## config.mk

```make
export PLATFORM = sky130hd
export DESIGN_NAME = mim_irq_masking
export DESIGN_NICKNAME = d
export VERILOG_FILES = /design/src/inc/mim_pkg.sv /design/src/verilog/mim_pin_sync.sv /design/src/verilog/mim_irq_masking.sv
export SDC_FILE = /design/constraint.sdc
export NUM_CORES = 1
export LEC_CHECK = 0
export BUFFER_PORTS_ARGS = -buffer_cell sky130_fd_sc_hd__buf_2
export CAP_MARGIN = 40
export CORE_MARGIN = 2
export CORE_UTILIZATION = 43
export CTS_BUF_LIST = sky130_fd_sc_hd__clkbuf_4 sky130_fd_sc_hd__clkbuf_8
export DETAILED_ROUTE_END_ITERATION = 10
export GPL_TIMING_DRIVEN = 0
export PLACE_DENSITY = 0.7
export SETUP_SLACK_MARGIN = 0.15
export SLEW_MARGIN = 0
export SYNTH_ARGS = -nofsm -noshare
export SYNTH_HDL_FRONTEND = slang
export SYNTH_HIERARCHICAL = 1
export SYNTH_SLANG_ARGS = --single-unit
```

## constraint.sdc

```tcl
create_clock -name core_clk_i -period 1.95 [get_ports core_clk_i]
set_input_delay 0.39 -clock core_clk_i [delete_from_list [all_inputs] [get_ports core_clk_i]]
set_output_delay 0.39 -clock core_clk_i [all_outputs]
set_load 0.005 [all_outputs]
```

## src/inc/mim_pkg.sv

```systemverilog
// constants and types for the masked interrupt flag logic of the memory interface
// assumes a single 40 MHz core clock and a plain strobe register port
package mim_pkg;

    // register port geometry
    localparam int MIM_ADDR_W = 8;
    localparam int MIM_DATA_W = 32;

    // register byte offsets
    localparam logic [7:0] MIM_OFS_RAW_FLAGS = 8'h00;
    localparam logic [7:0] MIM_OFS_MASKED_FLAGS = 8'h04;
    localparam logic [7:0] MIM_OFS_ENABLE_SET = 8'h08;
    localparam logic [7:0] MIM_OFS_ENABLE_CLEAR = 8'h0C;
    localparam logic [7:0] MIM_OFS_WAIT_CFG = 8'h10;

    // flag and enable field positions, shared by all four flag registers
    localparam int MIM_BIT_TIMEOUT = 0;
    localparam int MIM_BIT_LINE_TRAP = 1;
    localparam int MIM_BIT_WAIT_RISE = 2;
    localparam int MIM_FLAG_W = 3;

    // wait cycle configuration field
    localparam int MIM_LIMIT_LSB = 0;
    localparam int MIM_LIMIT_W = 8;

    // reset values
    localparam logic [2:0] MIM_FLAGS_RST = 3'h0;
    localparam logic [7:0] MIM_LIMIT_RST = 8'hFF;
    localparam logic [31:0] MIM_RDATA_RST = 32'h0000_0000;

    // clock: 40 MHz, period in ns
    localparam int MIM_CLK_PERIOD_NS = 25;

    // order matches the field positions above
    typedef struct packed {
        logic wait_rise;
        logic line_trap;
        logic timeout;
    } mim_flags_t;

    // wait timeout watcher states, one-hot
    typedef enum logic [2:0] {
        MIM_TO_IDLE = 3'b001,
        MIM_TO_COUNT = 3'b010,
        MIM_TO_DONE = 3'b100
    } mim_to_state_t;

endpackage

```

## src/verilog/mim_pin_sync.sv

```systemverilog
// three-stage synchroniser and rising-edge detector for the external wait pin
// assumes the pin is asynchronous to core_clk_i
`timescale 1ns/1ps
module mim_pin_sync (
    input wire logic core_clk_i,
    input wire logic rst_n_i,
    input wire logic pin_i,
    output logic level_o,
    output logic rise_o
);

    logic [2:0] stage;
    logic level;
    logic rise;
    logic [2:0] next_stage;
    logic next_level;
    logic next_rise;

    always_comb begin
        next_stage = {stage[1:0], pin_i};
        next_level = level;
        next_rise = 1'b0;
        // stage[0] feeds only stage[1]; a change is accepted once stages 1 and 2 agree
        if (stage[1] == stage[2]) begin
            next_level = stage[2];
            next_rise = stage[2] & ~level;
        end
    end

    always_ff @(posedge core_clk_i or negedge rst_n_i) begin
        if (!rst_n_i) begin
            stage <= 3'h0;
            level <= 1'b0;
            rise <= 1'b0;
        end else begin
            stage <= next_stage;
            level <= next_level;
            rise <= next_rise;
        end
    end

    assign level_o = level;
    assign rise_o = rise;

endmodule // mim_pin_sync

```

## src/verilog/mim_irq_masking.sv

```systemverilog
// raw and masked interrupt flags, enables and wait timeout watcher of the memory interface
// assumes the async controller raises ext_access_active_i (same clock) during extended accesses,
// line trap events arrive as one-cycle pulses on the same clock, and the wait pin is asynchronous
//
// Local design decisions: the strobed register port and the register offsets.
`timescale 1ns/1ps

// What this block does
// - a pulse goes to the cpu interrupt controller when masked timeout sets
// - a masked flag sets only while its enable is on
// - bits 31..3 of the masked flag register read zero; software writes zeros
// - masked wait rise flag sets on a wait pin rising edge if enabled
// - writing one to masked wait rise clears it and the raw wait rise flag
// - masked line trap flag sets on a line trap event if enabled
// - writing one to masked line trap clears it and the raw line trap flag
// - masked timeout sets when wait stays active past the limit, if enabled
// - writing one to masked timeout clears it and the raw timeout flag
// - writing zero to a masked flag changes neither it nor its raw flag
// - with timeout enable on, a timeout sets masked timeout and interrupts
// - with timeout enable off, masked timeout reads zero and no interrupt occurs
// - writing one to the timeout enable set bit turns the timeout interrupt on
// - without the wait pin, flag and enable registers read zero and ignore writes
// - the raw timeout flag sets on every timeout regardless of enables
// - enable set bits set both views; only a clear-register one clears them
module mim_irq_masking import mim_pkg::*; #(
    parameter bit WAIT_PIN_PRESENT = 1'b1
) (
    input wire logic core_clk_i,
    input wire logic rst_n_i,
    input wire logic [MIM_ADDR_W-1:0] reg_addr_i,
    input wire logic [MIM_DATA_W-1:0] reg_wdata_i,
    input wire logic reg_wr_i,
    input wire logic reg_rd_i,
    output logic [MIM_DATA_W-1:0] reg_rdata_o,
    input wire logic external_wait_pin_i,
    input wire logic ext_access_active_i,
    input wire logic line_trap_event_i,
    output logic irq_o,
    output logic timeout_event_o
);

    // low three bits of a write to the given offset, zero on any other cycle
    function automatic mim_flags_t write_ones(
        input logic wr,
        input logic [MIM_ADDR_W-1:0] addr,
        input logic [MIM_DATA_W-1:0] wdata,
        input logic [MIM_ADDR_W-1:0] ofs
    );
        mim_flags_t bits;
        bits = mim_flags_t'(MIM_FLAGS_RST);
        if (wr && (addr == ofs)) begin
            bits = mim_flags_t'(wdata[MIM_FLAG_W-1:0]);
        end
        return bits;
    endfunction

    // a flag register word with the reserved bits held at zero
    function automatic logic [MIM_DATA_W-1:0] flag_word(input mim_flags_t f);
        return {{(MIM_DATA_W-MIM_FLAG_W){1'b0}}, f};
    endfunction

    // an extended access stalled by an active wait pin
    function automatic logic wait_stalled(
        input logic active,
        input logic level
    );
        return active & level;
    endfunction

    // set wins over clear when an event and a write of one meet in one cycle
    function automatic mim_flags_t flag_next(
        input mim_flags_t cur,
        input mim_flags_t clr,
        input mim_flags_t ev
    );
        return mim_flags_t'((cur & ~clr) | ev);
    endfunction

    localparam logic PRESENT = WAIT_PIN_PRESENT;

    // wait pin after synchronisation
    logic wait_level;
    logic wait_rise;

    mim_pin_sync u_wait_sync (
        .core_clk_i(core_clk_i),
        .rst_n_i(rst_n_i),
        .pin_i(external_wait_pin_i),
        .level_o(wait_level),
        .rise_o(wait_rise)
    );

    // state
    mim_flags_t raw_irq_flags_reg;
    mim_flags_t masked_irq_flags_reg;
    mim_flags_t irq_enable;
    logic [MIM_LIMIT_W-1:0] wait_timeout_limit;
    mim_to_state_t to_state;
    logic [MIM_LIMIT_W-1:0] to_cnt;
    logic timeout_pulse;
    logic irq_pulse;
    logic [MIM_DATA_W-1:0] rdata;

    // next values
    mim_flags_t next_raw;
    mim_flags_t next_masked;
    mim_flags_t next_enable;
    logic [MIM_LIMIT_W-1:0] next_limit;
    mim_to_state_t next_to_state;
    logic [MIM_LIMIT_W-1:0] next_to_cnt;
    logic next_timeout_pulse;
    logic next_irq_pulse;
    logic [MIM_DATA_W-1:0] next_rdata;

    // decoded software actions and hardware events
    mim_flags_t clr_raw_wr;
    mim_flags_t clr_masked_wr;
    mim_flags_t flag_clear;
    mim_flags_t enable_set;
    mim_flags_t enable_clear;
    mim_flags_t hw_event;
    logic timeout_hit;

    // wait timeout watcher: counts cycles of active wait inside an extended access
    always_comb begin
        next_to_state = to_state;
        next_to_cnt = to_cnt;
        timeout_hit = 1'b0;
        case (to_state)
            MIM_TO_IDLE: begin
                next_to_cnt = '0;
                if (wait_stalled(ext_access_active_i, wait_level)) begin
                    next_to_state = MIM_TO_COUNT;
                end
            end
            MIM_TO_COUNT: begin
                if (!wait_stalled(ext_access_active_i, wait_level)) begin
                    next_to_state = MIM_TO_IDLE;
                    next_to_cnt = '0;
                end else if (to_cnt == wait_timeout_limit) begin
                    // still waiting after the programmed number of cycles
                    timeout_hit = 1'b1;
                    next_to_state = MIM_TO_DONE;
                end else begin
                    next_to_cnt = to_cnt + MIM_LIMIT_W'(1);
                end
            end
            MIM_TO_DONE: begin
                // one timeout per stuck access; rearm once the access or the wait ends
                if (!wait_stalled(ext_access_active_i, wait_level)) begin
                    next_to_state = MIM_TO_IDLE;
                    next_to_cnt = '0;
                end
            end
            default: begin
                next_to_state = MIM_TO_IDLE;
                next_to_cnt = '0;
            end
        endcase
    end

    always_ff @(posedge core_clk_i or negedge rst_n_i) begin
        if (!rst_n_i) begin
            to_state <= MIM_TO_IDLE;
            to_cnt <= '0;
        end else begin
            to_state <= next_to_state;
            to_cnt <= next_to_cnt;
        end
    end

    // decoded register writes and hardware events
    always_comb begin
        // a one written to either flag view clears both views
        clr_raw_wr = write_ones(reg_wr_i, reg_addr_i, reg_wdata_i, MIM_OFS_RAW_FLAGS);
        clr_masked_wr = write_ones(reg_wr_i, reg_addr_i, reg_wdata_i, MIM_OFS_MASKED_FLAGS);
        flag_clear = mim_flags_t'(clr_raw_wr | clr_masked_wr);
        enable_set = write_ones(reg_wr_i, reg_addr_i, reg_wdata_i, MIM_OFS_ENABLE_SET);
        enable_clear = write_ones(reg_wr_i, reg_addr_i, reg_wdata_i, MIM_OFS_ENABLE_CLEAR);
        hw_event.timeout = timeout_hit;
        hw_event.line_trap = line_trap_event_i;
        hw_event.wait_rise = wait_rise;
    end

    // enables: set by a one to the set register, cleared only by a one to the clear register
    always_comb begin
        next_enable = mim_flags_t'((irq_enable & ~enable_clear) | enable_set);
        if (!PRESENT) begin
            next_enable = mim_flags_t'(MIM_FLAGS_RST);
        end
    end

    always_ff @(posedge core_clk_i or negedge rst_n_i) begin
        if (!rst_n_i) begin
            irq_enable <= mim_flags_t'(MIM_FLAGS_RST);
        end else begin
            irq_enable <= next_enable;
        end
    end

    // raw flags take every event regardless of enables
    // zeros in the written word leave flags alone since only ones reach flag_clear
    always_comb begin
        next_raw = flag_next(raw_irq_flags_reg, flag_clear, hw_event);
        if (!PRESENT) begin
            next_raw = mim_flags_t'(MIM_FLAGS_RST);
        end
    end

    always_ff @(posedge core_clk_i or negedge rst_n_i) begin
        if (!rst_n_i) begin
            raw_irq_flags_reg <= mim_flags_t'(MIM_FLAGS_RST);
        end else begin
            raw_irq_flags_reg <= next_raw;
        end
    end

    // masked flags follow events only while enabled; the enable both before and after this cycle's write must be on
    always_comb begin
        next_masked = mim_flags_t'(flag_next(masked_irq_flags_reg, flag_clear, hw_event) & next_enable);
        next_masked.wait_rise = irq_enable.wait_rise & next_masked.wait_rise;
        next_masked.line_trap = irq_enable.line_trap & next_masked.line_trap;
        next_masked.timeout = irq_enable.timeout & next_masked.timeout;
        if (!PRESENT) begin
            next_masked = mim_flags_t'(MIM_FLAGS_RST);
        end
    end

    always_ff @(posedge core_clk_i or negedge rst_n_i) begin
        if (!rst_n_i) begin
            masked_irq_flags_reg <= mim_flags_t'(MIM_FLAGS_RST);
        end else begin
            masked_irq_flags_reg <= next_masked;
        end
    end

    // timeout limit in core clock cycles; kept even on variants without the wait pin
    always_comb begin
        next_limit = wait_timeout_limit;
        if (reg_wr_i && (reg_addr_i == MIM_OFS_WAIT_CFG)) begin
            next_limit = reg_wdata_i[MIM_LIMIT_LSB +: MIM_LIMIT_W];
        end
    end

    always_ff @(posedge core_clk_i or negedge rst_n_i) begin
        if (!rst_n_i) begin
            wait_timeout_limit <= MIM_LIMIT_RST;
        end else begin
            wait_timeout_limit <= next_limit;
        end
    end

    // one-cycle interrupt on the masked timeout flag going from 0 to 1
    always_comb begin
        next_irq_pulse = next_masked.timeout & ~masked_irq_flags_reg.timeout;
    end

    always_ff @(posedge core_clk_i or negedge rst_n_i) begin
        if (!rst_n_i) begin
            irq_pulse <= 1'b0;
        end else begin
            irq_pulse <= next_irq_pulse;
        end
    end

    // registered so the event lines up with the raw timeout flag
    always_comb begin
        next_timeout_pulse = timeout_hit;
    end

    always_ff @(posedge core_clk_i or negedge rst_n_i) begin
        if (!rst_n_i) begin
            timeout_pulse <= 1'b0;
        end else begin
            timeout_pulse <= next_timeout_pulse;
        end
    end

    // read port: data stand only in the cycle after the read strobe
    always_comb begin
        next_rdata = MIM_RDATA_RST;
        if (reg_rd_i) begin
            if (reg_addr_i == MIM_OFS_RAW_FLAGS) begin
                next_rdata = flag_word(raw_irq_flags_reg);
            end else if (reg_addr_i == MIM_OFS_MASKED_FLAGS) begin
                next_rdata = flag_word(masked_irq_flags_reg);
            end else if (reg_addr_i == MIM_OFS_ENABLE_SET) begin
                next_rdata = flag_word(irq_enable);
            end else if (reg_addr_i == MIM_OFS_ENABLE_CLEAR) begin
                next_rdata = flag_word(irq_enable);
            end else if (reg_addr_i == MIM_OFS_WAIT_CFG) begin
                next_rdata = {{(MIM_DATA_W-MIM_LIMIT_W){1'b0}}, wait_timeout_limit};
            end else begin
                next_rdata = MIM_RDATA_RST;
            end
        end
    end

    always_ff @(posedge core_clk_i or negedge rst_n_i) begin
        if (!rst_n_i) begin
            rdata <= MIM_RDATA_RST;
        end else begin
            rdata <= next_rdata;
        end
    end

    assign reg_rdata_o = rdata;
    assign irq_o = irq_pulse;
    // lets the async controller end the stuck access; not a flag, fires even when disabled
    assign timeout_event_o = timeout_pulse;

endmodule // mim_irq_masking

```

# Yosys cells after proc, flatten, opt, wreduce, memory -nomap -nowiden
# Index checks and enable logic that the tools add are counted.
# totals
ff_bits	67
input_bits	47
out_inout_bits	34
word_cells	81
# op_classes
add_sub_neg	1
n_eq_ne	13
n_mux	23
bitwise	18
reduce_logical	8
# op_table
operator	n
$mux 8	9
$mux 3	8
$eq 8x4->1 const B	2
$pmux 8 s2	1
$and 3x3->3	4
$or 3x3->3	4
$pmux 3 s3	1
$add 8x1->8 const B	1
$eq 8x3->1 const B	1
$eq 8x5->1 const B	1
$eq 8x8->1	1
$logic_not 8->1	1
$and 1x1->1	6
$ne 3x3->1 const B	2
$not 3->3	2
$logic_and 1x1->1	5
$mux 1	4
$ne 2x2->1 const B	2
$eq 3x1->1 const B	1
$eq 3x2->1 const B	1
$eq 3x3->1 const B	1
$reduce_and 3->1	1
$not 1->1	2
$reduce_and 2->1	1
$eq 1x1->1	1

# Longest topological paths before layout
# Gate-level depths: netlist of the first run.
# logic_depth
word_depth	10
depth_mapped	6
mapped_depth_nobuf	5

# Modules after synthesis
# The synthesis of the first run kept the hierarchy.
# by_module_without_submodules
mod	n_inst	cells_each	area_each_um2	seq_area_each_um2
mim_irq_masking	1	197	2067.0	962.2
mim_pin_sync	1	7	146.4	125.1

# Worst setup path before layout of the first run
# OpenSTA, ideal clock, no wires.
# synth_timing
path_kind	input-to-reg
startpoint	in reg_addr_i[0]
endpoint	reg irq_pulse (netlist: irq_o)
setup_ns	0.121
arrival_ns	1.647
required_ns	1.829
slack_ns	0.182
path_stages	5
path_buffers	0
path_cell_list	or4_4 > nor3_2 > and3_1 > nand3_1 > and4b_1
# synth_between
elab_chain_len	10
elab_cells_between_ends	22
cone_classes	eq/ne (3); mux (4); bitwise (10); reduce/logical (5)
# synth_rtl
item	line_no	rtl
start, declared	mim_irq_masking.sv:30	input wire logic [MIM_ADDR_W-1:0] reg_addr_i,
$eq 8x3->1 / $logic_not 8->1 (equally long branches)	mim_irq_masking.sv:51	if (wr && (addr == ofs)) begin
$logic_and 1x1->1	mim_irq_masking.sv:51	
$mux 3	mim_irq_masking.sv:51	
$or 3x3->3	mim_irq_masking.sv:177	flag_clear = mim_flags_t'(clr_raw_wr | clr_masked_wr);
$not 3->3	mim_irq_masking.sv:76	return mim_flags_t'((cur & ~clr) | ev);
$and 3x3->3	mim_irq_masking.sv:76	
$or 3x3->3	mim_irq_masking.sv:76	
$and 3x3->3 *	mim_irq_masking.sv:220	next_masked = mim_flags_t'(flag_next(masked_irq_flags_reg, flag_clear, hw_event) & next_enable);
$and 1x1->1 *	mim_irq_masking.sv:223	next_masked.timeout = irq_enable.timeout & next_masked.timeout;
$and 1x1->1 *	mim_irq_masking.sv:255	next_irq_pulse = next_masked.timeout & ~masked_irq_flags_reg.timeout;
via next_irq_pulse	mim_irq_masking.sv:112	logic next_irq_pulse;
end signal, assigned	mim_irq_masking.sv:262	irq_pulse <= next_irq_pulse;
end, declared	mim_irq_masking.sv:101	logic irq_pulse;
# Mark *: on every way through the listed nets, which the timed path passes. The rest lies on a longest branch.
# A chain may end at the register's enable or synchronous reset.

# Worst setup path after layout of the first run
# layout_timing
startpoint	reg wait_timeout_limit[0]
endpoint	reg to_cnt[4]
# layout_between
elab_chain_len	3
# layout_rtl
item	line_no	rtl
start, declared	mim_irq_masking.sv:97	logic [MIM_LIMIT_W-1:0] wait_timeout_limit;
start signal, assigned	mim_irq_masking.sv:249	wait_timeout_limit <= next_limit;
$eq 8x8->1	mim_irq_masking.sv:140	end else if (to_cnt == wait_timeout_limit) begin
$ne 3x3->1 (no source line)	--	
$reduce_and 2->1 (no source line)	--	
end signal, assigned	mim_irq_masking.sv:168	to_cnt <= next_to_cnt;
end, declared	mim_irq_masking.sv:99	logic [MIM_LIMIT_W-1:0] to_cnt;
# Every way passes these cells.

==> impl_metrics.json, run 1 <==
{
  "ys.flop_type": "dfrtp_1",
  "synth_edf_count": 0,
  "drt_iter0_markers": 84,
  "crit_arrival_ns": 2.02,
  "slew_headroom_pct": 63.83,
  "hold_violations": 0,
  "final-seq-area_mm2": 0.001089,
  "path_cells": "xor2_2 -> nor4_4 -> and2_4 -> buf_2 -> or4_1 -> nand3_1",
  "grt_pass1_vias": 1563,
  "dp_cells": 330,
  "remaining_drc_errors": 0,
  "synth_cell_type_count": 48,
  "maxCapViolations": 0,
  "multi_input_area_mm2": 0.001115,
  "place_hpwl_um": 3068,
  "cts_buffer_depth": 2,
  "fin_skew_ns": 0.005989,
  "worstSetupEndpointType": "register",
  "setup_viol": 0,
  "place_area_mm2": 0.002567,
  "io_pins": 81,
  "critPathRequiredTime_ns": 2.18,
  "syn_to_final_growth_pct": 32.62,
  "cpMaxStageDelayCell": "dfstp_2",
  "hold_class": "input port to register",
  "cts.sinks": 43,
  "fill_cells": 441,
  "cts_root_buf": "clkbuf_8",
  "finalCriticalPeriod_ns": 1.789,
  "clock_latency_ns": 0.29,
  "p_leak_uw": 0.001489,
  "max_freq_mhz": 558.8,
  "cp_num_buf_inv": 1,
  "die_w_um": 75.75,
  "stdcell_count": 354,
  "tightest_slew_ns": 0.5411,
  "gp_congestion": 0.8062,
  "critPathLaunchType": "register",
  "drive_above_1_share_pct": 45.77,
  "clk_transition_reported_paths_ns": 0.08,
  "initial_core_util_pct": 43.90,
  "die_area_mm2": 0.005737,
  "grt_setup_unrepaired": "true",
  "drt-pass1-iter-count": 5,
  "path_delay_family": "simple AND/OR/NAND/NOR gates",
  "synth-seq-cells": 43,
  "ir_drop_uv": 463.5,
  "power_density_mw_per_mm2": 638.3,
  "numCtsBuffers": 5,
  "grt.overflow.total": 0,
  "fin_ws_ns": 0.1606,
  "cts_tree": "built",
  "rows": 26,
  "crit_type": "register to register",
  "async_flop_share_pct": 100.0,
  "htree_levels": 2,
  "grt_max_degree": 37,
  "core_mm2": 0.005042,
  "postLayoutCellArea_mm2": 0.002935,
  "outcome": "complete, no violations",
  "synth_warnings": 6,
  "seq_area_frac_synth_pct": 49.12,
  "avgViaCountPerCell": 4.788,
  "grt_usage_pct": 16.56,
  "grt_pass1_wl_um": 7086,
  "n_antenna_cell": 0,
  "syn_avg_cell_area_um2": 10.85,
  "wl_per_cell_um": 12.91,
  "max_stage_delay_ns": 0.58,
  "synthCells": 204,
  "p_total_uw": 1874,
  "numPortBuffers": 31,
  "postRouteAntennaNets": 0,
  "syn_area_mm2": 0.002213,
  "wirelength_um": 4569,
  "path_max_fanout": 4,
  "num_vias": 1695,
  "slew_viol_final": 0,
  "antenna_found_initial": 0,
  "fin_nets": 331,
  "utilization_pct": 58.21,
  "post-route-period-util_pct": 91.76,
  "die_h_um": 75.75,
  "preCtsSetupSlack_ns": -0.1027
}
-- cell type report --
cell class | count | share of cell area (%)
buffer | 27 | 7.033
clock buffer | 6 | 2.813
clock inverter | 2 | 0.5541
inverter | 6 | 0.7673
multi-input combinational | 151 | 37.98
sequential | 43 | 37.08
tap | 70 | 2.984
timing repair buffer | 49 | 10.78
-- cells by family (layout without fill, tap and decap cells) --
family,Yosys count,in the layout,share of synthesized area [%]
compound gates,34,34,10.51
xor+xnor,9,9,3.562
fa+ha+maj,2,2,1.074
buf+inv,33,90,10.01
flops,43,43,49.12
mux,13,13,6.388
other cells,1,24,0.1694
simple gates,69,69,19.16
-- routing by layer --
layer | track usage [%] | share of wire [%] | vias up
li1 | - | - | 833
met1 | 21.58 | 45 | 820
met2 | 26.72 | 50 | 36
met3 | 3.571 | 3.6 | 6
met4 | 6.823 | 1.3 | 0
met5 | 0 | 0 | -
-- Yosys cell counts (2+ instances only) --
cell type | number | area [µm²]
mux2_2 | 9 | 101.4
and2_1 | 6 | 37.54
xor2_1 | 9 | 78.83
nand3_1 | 10 | 50.05
buf_4 | 24 | 180.2
inv_1 | 6 | 22.52
nand2_1 | 17 | 63.81
mux2i_1 | 4 | 40.04
a21oi_1 | 4 | 20.02
o2111ai_1 | 2 | 17.52
dfstp_2 | 9 | 236.5
nor2_1 | 4 | 15.01
and3_1 | 5 | 31.28
o21ai_0 | 10 | 50.05
o211ai_1 | 2 | 15.01
dfrtp_1 | 34 | 850.8
clkbuf_1 | 2 | 7.510
nor4_1 | 2 | 12.51
a21o_1 | 3 | 22.52
a22oi_1 | 6 | 45.04
nor2b_1 | 6 | 37.54
or4_1 | 4 | 30.03
-- where the power goes --
part           switching (µW)  internal [µW]
combinational             134            158
sequential               40.0            945
clock                     308            289
-- placed cells by master (no fill, tap or decap), types with 4 or more instances in the layout --
master	instances
and3_1	5
xor2_2	8
nand2_1	16
buf_4	36
nor2b_1	6
clkbuf_8	6
and2_1	6
inv_1	6
dfstp_2	9
mux2_2	9
conb_1	24
dfrtp_1	33
a21oi_1	4
a22oi_1	6
nand3_1	8
o21ai_0	10
buf_2	33
mux2i_1	4
-- what timing repair did --
item,CTS,global route
hold endpoints to repair,7,0
hold buffers,1,0
pin swaps,1,13
gates resized for setup,9,19
buffers inserted,6,8
gates cloned,1,0
setup endpoints to repair,11,9
-- through the flow --
stage	setup TNS, ns	hold WS [ns]
2_1_floorplan	0	0.09441
3_3_place_gp	-1.387	0.3337
3_5_place_dp	-0.4626	0.2589
4_1_cts	0	0.1875
5_1_grt	0	0.1712
6_report	0	0.1993
-- path summary, 6_finish.rpt --
| check | from | endpoint | slack [ns] | cells past startpoint |
|---|---|---|---|---|
| min in group asynchronous | rst_n_i | timeout_event_o | 0.48 | 2 |
| max in group asynchronous | rst_n_i | to_state[0] | 0.96 | 3 |
| max reg2reg | wait_timeout_limit[0] | to_cnt[4] | 0.16 | 6 |
| max | wait_timeout_limit[0] | to_cnt[4] | 0.16 | 6 |
| min reg2reg | u_wait_sync/stage[0] | u_wait_sync/stage[1] | 0.36 | 0 |
| min | external_wait_pin_i | u_wait_sync/stage[0] | 0.20 | 1 |
Note: power is estimated with default switching activity, not from simulation.
==> run 2: changes to the inputs <==
Settings changed: CORE_UTILIZATION 43 to 51, PLACE_DENSITY 0.7 to 0.81.
==> impl_metrics.json, run 2 (same netlist as run 1, synthesis figures left out) <==
{
  "n_antenna_cell": 0,
  "setup_viol": 0,
  "syn_to_final_growth_pct": 31.49,
  "maxCapViolations": 0,
  "p_leak_uw": 0.001484,
  "path_delay_family": "simple AND/OR/NAND/NOR gates",
  "crit_arrival_ns": 1.99,
  "numCtsBuffers": 5,
  "power_density_mw_per_mm2": 719.1,
  "tightest_slew_ns": 0.4849,
  "crit_type": "register to register",
  "cpMaxStageDelayCell": "dfstp_2",
  "outcome": "complete, no violations",
  "reg2regPathDepth": 6,
  "critPathLaunchType": "register",
  "slew_headroom_pct": 67.22,
  "numPortBuffers": 31,
  "num_vias": 1737,
  "htree_levels": 2,
  "cts_tree": "built",
  "finalCriticalPeriod_ns": 1.817,
  "cp_num_buf_inv": 1,
  "post-route-period-util_pct": 93.18,
  "die_area_mm2": 0.004883,
  "grt_pass1_vias": 1647,
  "fin_nets": 329,
  "antenna_found_initial": 0,
  "remaining_drc_errors": 0,
  "max_freq_mhz": 550.4,
  "clk_transition_reported_paths_ns": 0.08,
  "die_w_um": 69.88,
  "utilization_pct": 71.22,
  "grt_usage_pct": 19.18,
  "place_hpwl_um": 3159,
  "rows": 23,
  "fill_cells": 294,
  "cts_root_buf": "clkbuf_8",
  "timing.rr.end": "to_cnt[0]",
  "wirelength_um": 4848,
  "min_to": "u_wait_sync/stage[0]",
  "wl_per_cell_um": 14.60,
  "initial_core_util_pct": 54.16,
  "layout_common_cells": "34 x buf_4, 34 x buf_2, 33 x dfrtp_1",
  "finalSetupTns_ns": 0,
  "io_pins": 81,
  "fin_skew_ns": 0.006254,
  "hold_class": "input port to register",
  "drive_above_1_share_pct": 43.62,
  "cts.sinks": 43,
  "worstHoldPathCells": 1,
  "reg2reg_slack_ns": 0.13,
  "drt_iter0_markers": 141,
  "avgViaCountPerCell": 5.232,
  "grt.overflow.total": 0,
  "cts_buffer_depth": 2,
  "grt_max_degree": 33,
  "gp_congestion": 0.8379,
  "max_stage_delay_ns": 0.57,
  "drt-pass1-iter-count": 4,
  "worstSetupEndpointType": "register",
  "path_cells": "xor2_2 -> nor4_4 -> and2_4 -> buf_6 -> nor2_2 -> mux2_2",
  "slew_viol_final": 0,
  "ir_drop_uv": 498.3,
  "grt_pass1_wl_um": 7445,
  "core_mm2": 0.004086,
  "worstHoldStart": "external_wait_pin_i",
  "die_h_um": 69.88,
  "critPathRequiredTime_ns": 2.12,
  "clock_latency_ns": 0.29,
  "hold_violations": 0,
  "grt_setup_unrepaired": "true",
  "worstReg2RegStart": "wait_timeout_limit[4]",
  "path_max_fanout": 5,
  "postRouteAntennaNets": 0
}
==> run 2: cell type report <==
type	instances	area (µm²)	area share [%]
multi-input combinational	151	1096	37.66
timing repair buffer	47	295.3	10.15
tap	50	62.56	2.150
buffer	27	209.0	7.180
clock inverter	2	60.06	2.064
clock buffer	6	76.32	2.623
inverter	6	22.52	0.7739
sequential	43	1089	37.40
==> run 2: where the power goes <==
part	switching [µW]	leakage [µW]	internal, µW
Clock	292	0.0000688	526
Combinational	135	0.000895	154
Sequential	41.9	0.000521	945
Total	468	0.00148	1620
==> run 2: worst max-delay path by stage <==
stage	endpoint	slack (ns)	cells past startpoint	from
final	to_cnt[0]	0.13	6	wait_timeout_limit[4]
after CTS	to_cnt[0]	0.13	6	wait_timeout_limit[2]
after global placement	to_cnt[0]	-0.26	5	ext_access_active_i
after floorplan	irq_o	0.18	5	reg_addr_i[0]
after global routing	to_cnt[6]	0.06	5	u_wait_sync/level_o
after detailed placement	irq_o	-0.09	6	reg_addr_i[0]
==> run 2: metal layers <==
metal	wire length, µm	GRT usage, %
met5	0	0
met4	68	6.197
met1	1856	22.69
met2	2646	34.50
met3	276	4.185
==> run 2: timing repair <==
item | CTS | global route
gates resized for setup | 14 | 7
pin swaps | 3 | 11
setup endpoints to repair | 12 | 8
setup buffers | 4 | 7
gates cloned | 0 | 1
hold endpoints to repair | 9 | 0
hold buffers | 1 | 0
==> run 2: through the flow <==
stage | hold slack [ns] | cells | area, µm² | power [µW] | setup WS (ns)
5_1_grt | 0.1900 | 332 | 2910 | 2167 | 0.06229
3_5_place_dp | 0.2909 | 311 | 2547 | 1224 | -0.08644
2_1_floorplan | 0.09441 | 227 | 2300 | 1139 | 0.1818
4_1_cts | 0.1976 | 324 | 2793 | 2061 | 0.1318
6_report | 0.2062 | 332 | 2910 | 2093 | 0.1331
3_3_place_gp | 0.3347 | 308 | 2517 | 1212 | -0.2567
==> run 3: changes to the inputs <==
Settings changed: CORE_ASPECT_RATIO from default to 1.5.
==> impl_metrics.json, run 3 (same netlist as run 1, synthesis figures left out) <==
{
  "finalCriticalPeriod_ns": 1.897,
  "tightest_slew_ns": 0.5156,
  "io_pins": 81,
  "max_freq_mhz": 527.0,
  "gp_congestion": 0.8666,
  "numCtsBuffers": 5,
  "timing.hold.ws_ns": 0.01671,
  "ir_drop_uv": 645.3,
  "layout_common_cells": "33 x buf_4, 32 x buf_2, 31 x dfrtp_1",
  "fin_ws_ns": 0.05253,
  "cts_buffer_depth": 2,
  "slew_headroom_pct": 65.48,
  "layout_commonest_cell": "buf_4",
  "grt_pass1_wl_um": 7424,
  "hold_violations": 0,
  "postRouteAntennaNets": 0,
  "clk_transition_reported_paths_ns": 0.08,
  "hold_class": "input port to async pin",
  "drt-pass1-iter-count": 4,
  "drive_above_1_share_pct": 44.64,
  "cts_root_buf": "clkbuf_8",
  "setup_viol": 0,
  "numPortBuffers": 31,
  "worstSetupEndpointType": "register",
  "fin_skew_ns": 0.004783,
  "die_area_mm2": 0.004894,
  "preCtsSetupSlack_ns": -0.1253,
  "fin_nets": 327,
  "antenna_found_initial": 0,
  "remaining_drc_errors": 0,
  "post-route-period-util_pct": 97.31,
  "grt.overflow.total": 0,
  "clock_latency_ns": 0.29,
  "n_antenna_cell": 0,
  "dp_cells": 306,
  "wirelength_um": 4553,
  "reg2regPathDepth": 6,
  "crit_arrival_ns": 2.07,
  "htree_levels": 2,
  "utilization_pct": 67.84,
  "die_h_um": 84.69,
  "multi_input_area_mm2": 0.001071,
  "core_mm2": 0.004209,
  "die_w_um": 57.79,
  "initial_core_util_pct": 52.59,
  "crit_type": "register to register",
  "avgViaCountPerCell": 5.276,
  "rows": 29,
  "worstReg2RegStart": "wait_timeout_limit[7]",
  "stdcell_count": 326,
  "final-seq-area_mm2": 0.001091,
  "reg2reg_slack_ns": 0.05,
  "place_hpwl_um": 3232,
  "timing.rr.end": "to_cnt[6]",
  "slew_viol_final": 0,
  "p_leak_uw": 0.001460,
  "critPathLaunchType": "register",
  "syn_to_final_growth_pct": 29.00,
  "grt_pass1_vias": 1694,
  "path_max_fanout": 4,
  "power_density_mw_per_mm2": 707.2,
  "fill_cells": 319,
  "grt_max_degree": 27,
  "outcome": "complete, no violations",
  "maxCapViolations": 0,
  "grt_setup_unrepaired": "true",
  "cts_tree": "built",
  "grt_usage_pct": 19.55,
  "cts.sinks": 43,
  "wl_per_cell_um": 13.97,
  "critPathRequiredTime_ns": 2.13,
  "drt_iter0_markers": 60,
  "finalSetupTns_ns": 0,
  "num_vias": 1720
}
run 3: worst max-delay path by stage:
stage,depth (start not counted),endpoint,slack [ns],from
after floorplan,5,irq_o,0.18,reg_addr_i[0]
after global placement,5,to_cnt[0],-0.22,ext_access_active_i
after detailed placement,6,irq_o,-0.13,reg_addr_i[0]
after CTS,7,to_cnt[4],0.10,wait_timeout_limit[4]
after global routing,6,to_cnt[6],0.02,wait_timeout_limit[7]
final,6,to_cnt[6],0.05,wait_timeout_limit[7]
run 3: stage by stage:
step           power (µW)  instance area, µm²
2_1_floorplan        1139                2300
3_3_place_gp         1211                2512
3_5_place_dp         1223                2537
4_1_cts              1992                2749
5_1_grt              2112                2855
6_report             2019                2855
run 3: what timing repair did:
item / CTS / global route
pin swaps: 9 / 10
resized for setup: 12 / 18
cloned: 1 / 0
hold buffers: 0 / 0
buffers inserted: 6 / 5
endpoints found under the setup margin: 12 / 10
run 3: cell type report:
type                       instances  area share [%]
buffer                            27           7.362
clock buffer                       6           2.892
clock inverter                     2           1.358
inverter                           6          0.7888
multi-input combinational        151           37.51
sequential                        43           38.21
tap                               46           2.016
timing repair buffer              45           9.860
run 3: metal layers:
metal | vias to the layer above | share of wire (%) | track usage (%)
met5 | - | 0 | 0
met4 | 0 | 3.3 | 9.725
met3 | 16 | 4.9 | 3.544
met2 | 62 | 56 | 35.54
met1 | 814 | 36 | 20.91
li1 | 828 | - | -
run 3: critical path, stage by stage (launching register included):
cell and delay [ns]:
dfstp_2 0.58, xor2_2 0.16, nor4_2 0.07, buf_4 0.15
and2_4 0.17, o311a_1 0.33, a211o_2 0.31
run 3: where the power goes:
| group | switching (µW) | total (µW) | internal, µW | leakage [µW] |
|---|---|---|---|---|
| registers | 40.8 | 985 | 944 | 0.000517 |
| clock network | 308 | 730 | 421 | 0.0000618 |
| logic | 137 | 304 | 168 | 0.000881 |
| total | 486 | 2020 | 1530 | 0.00146 |
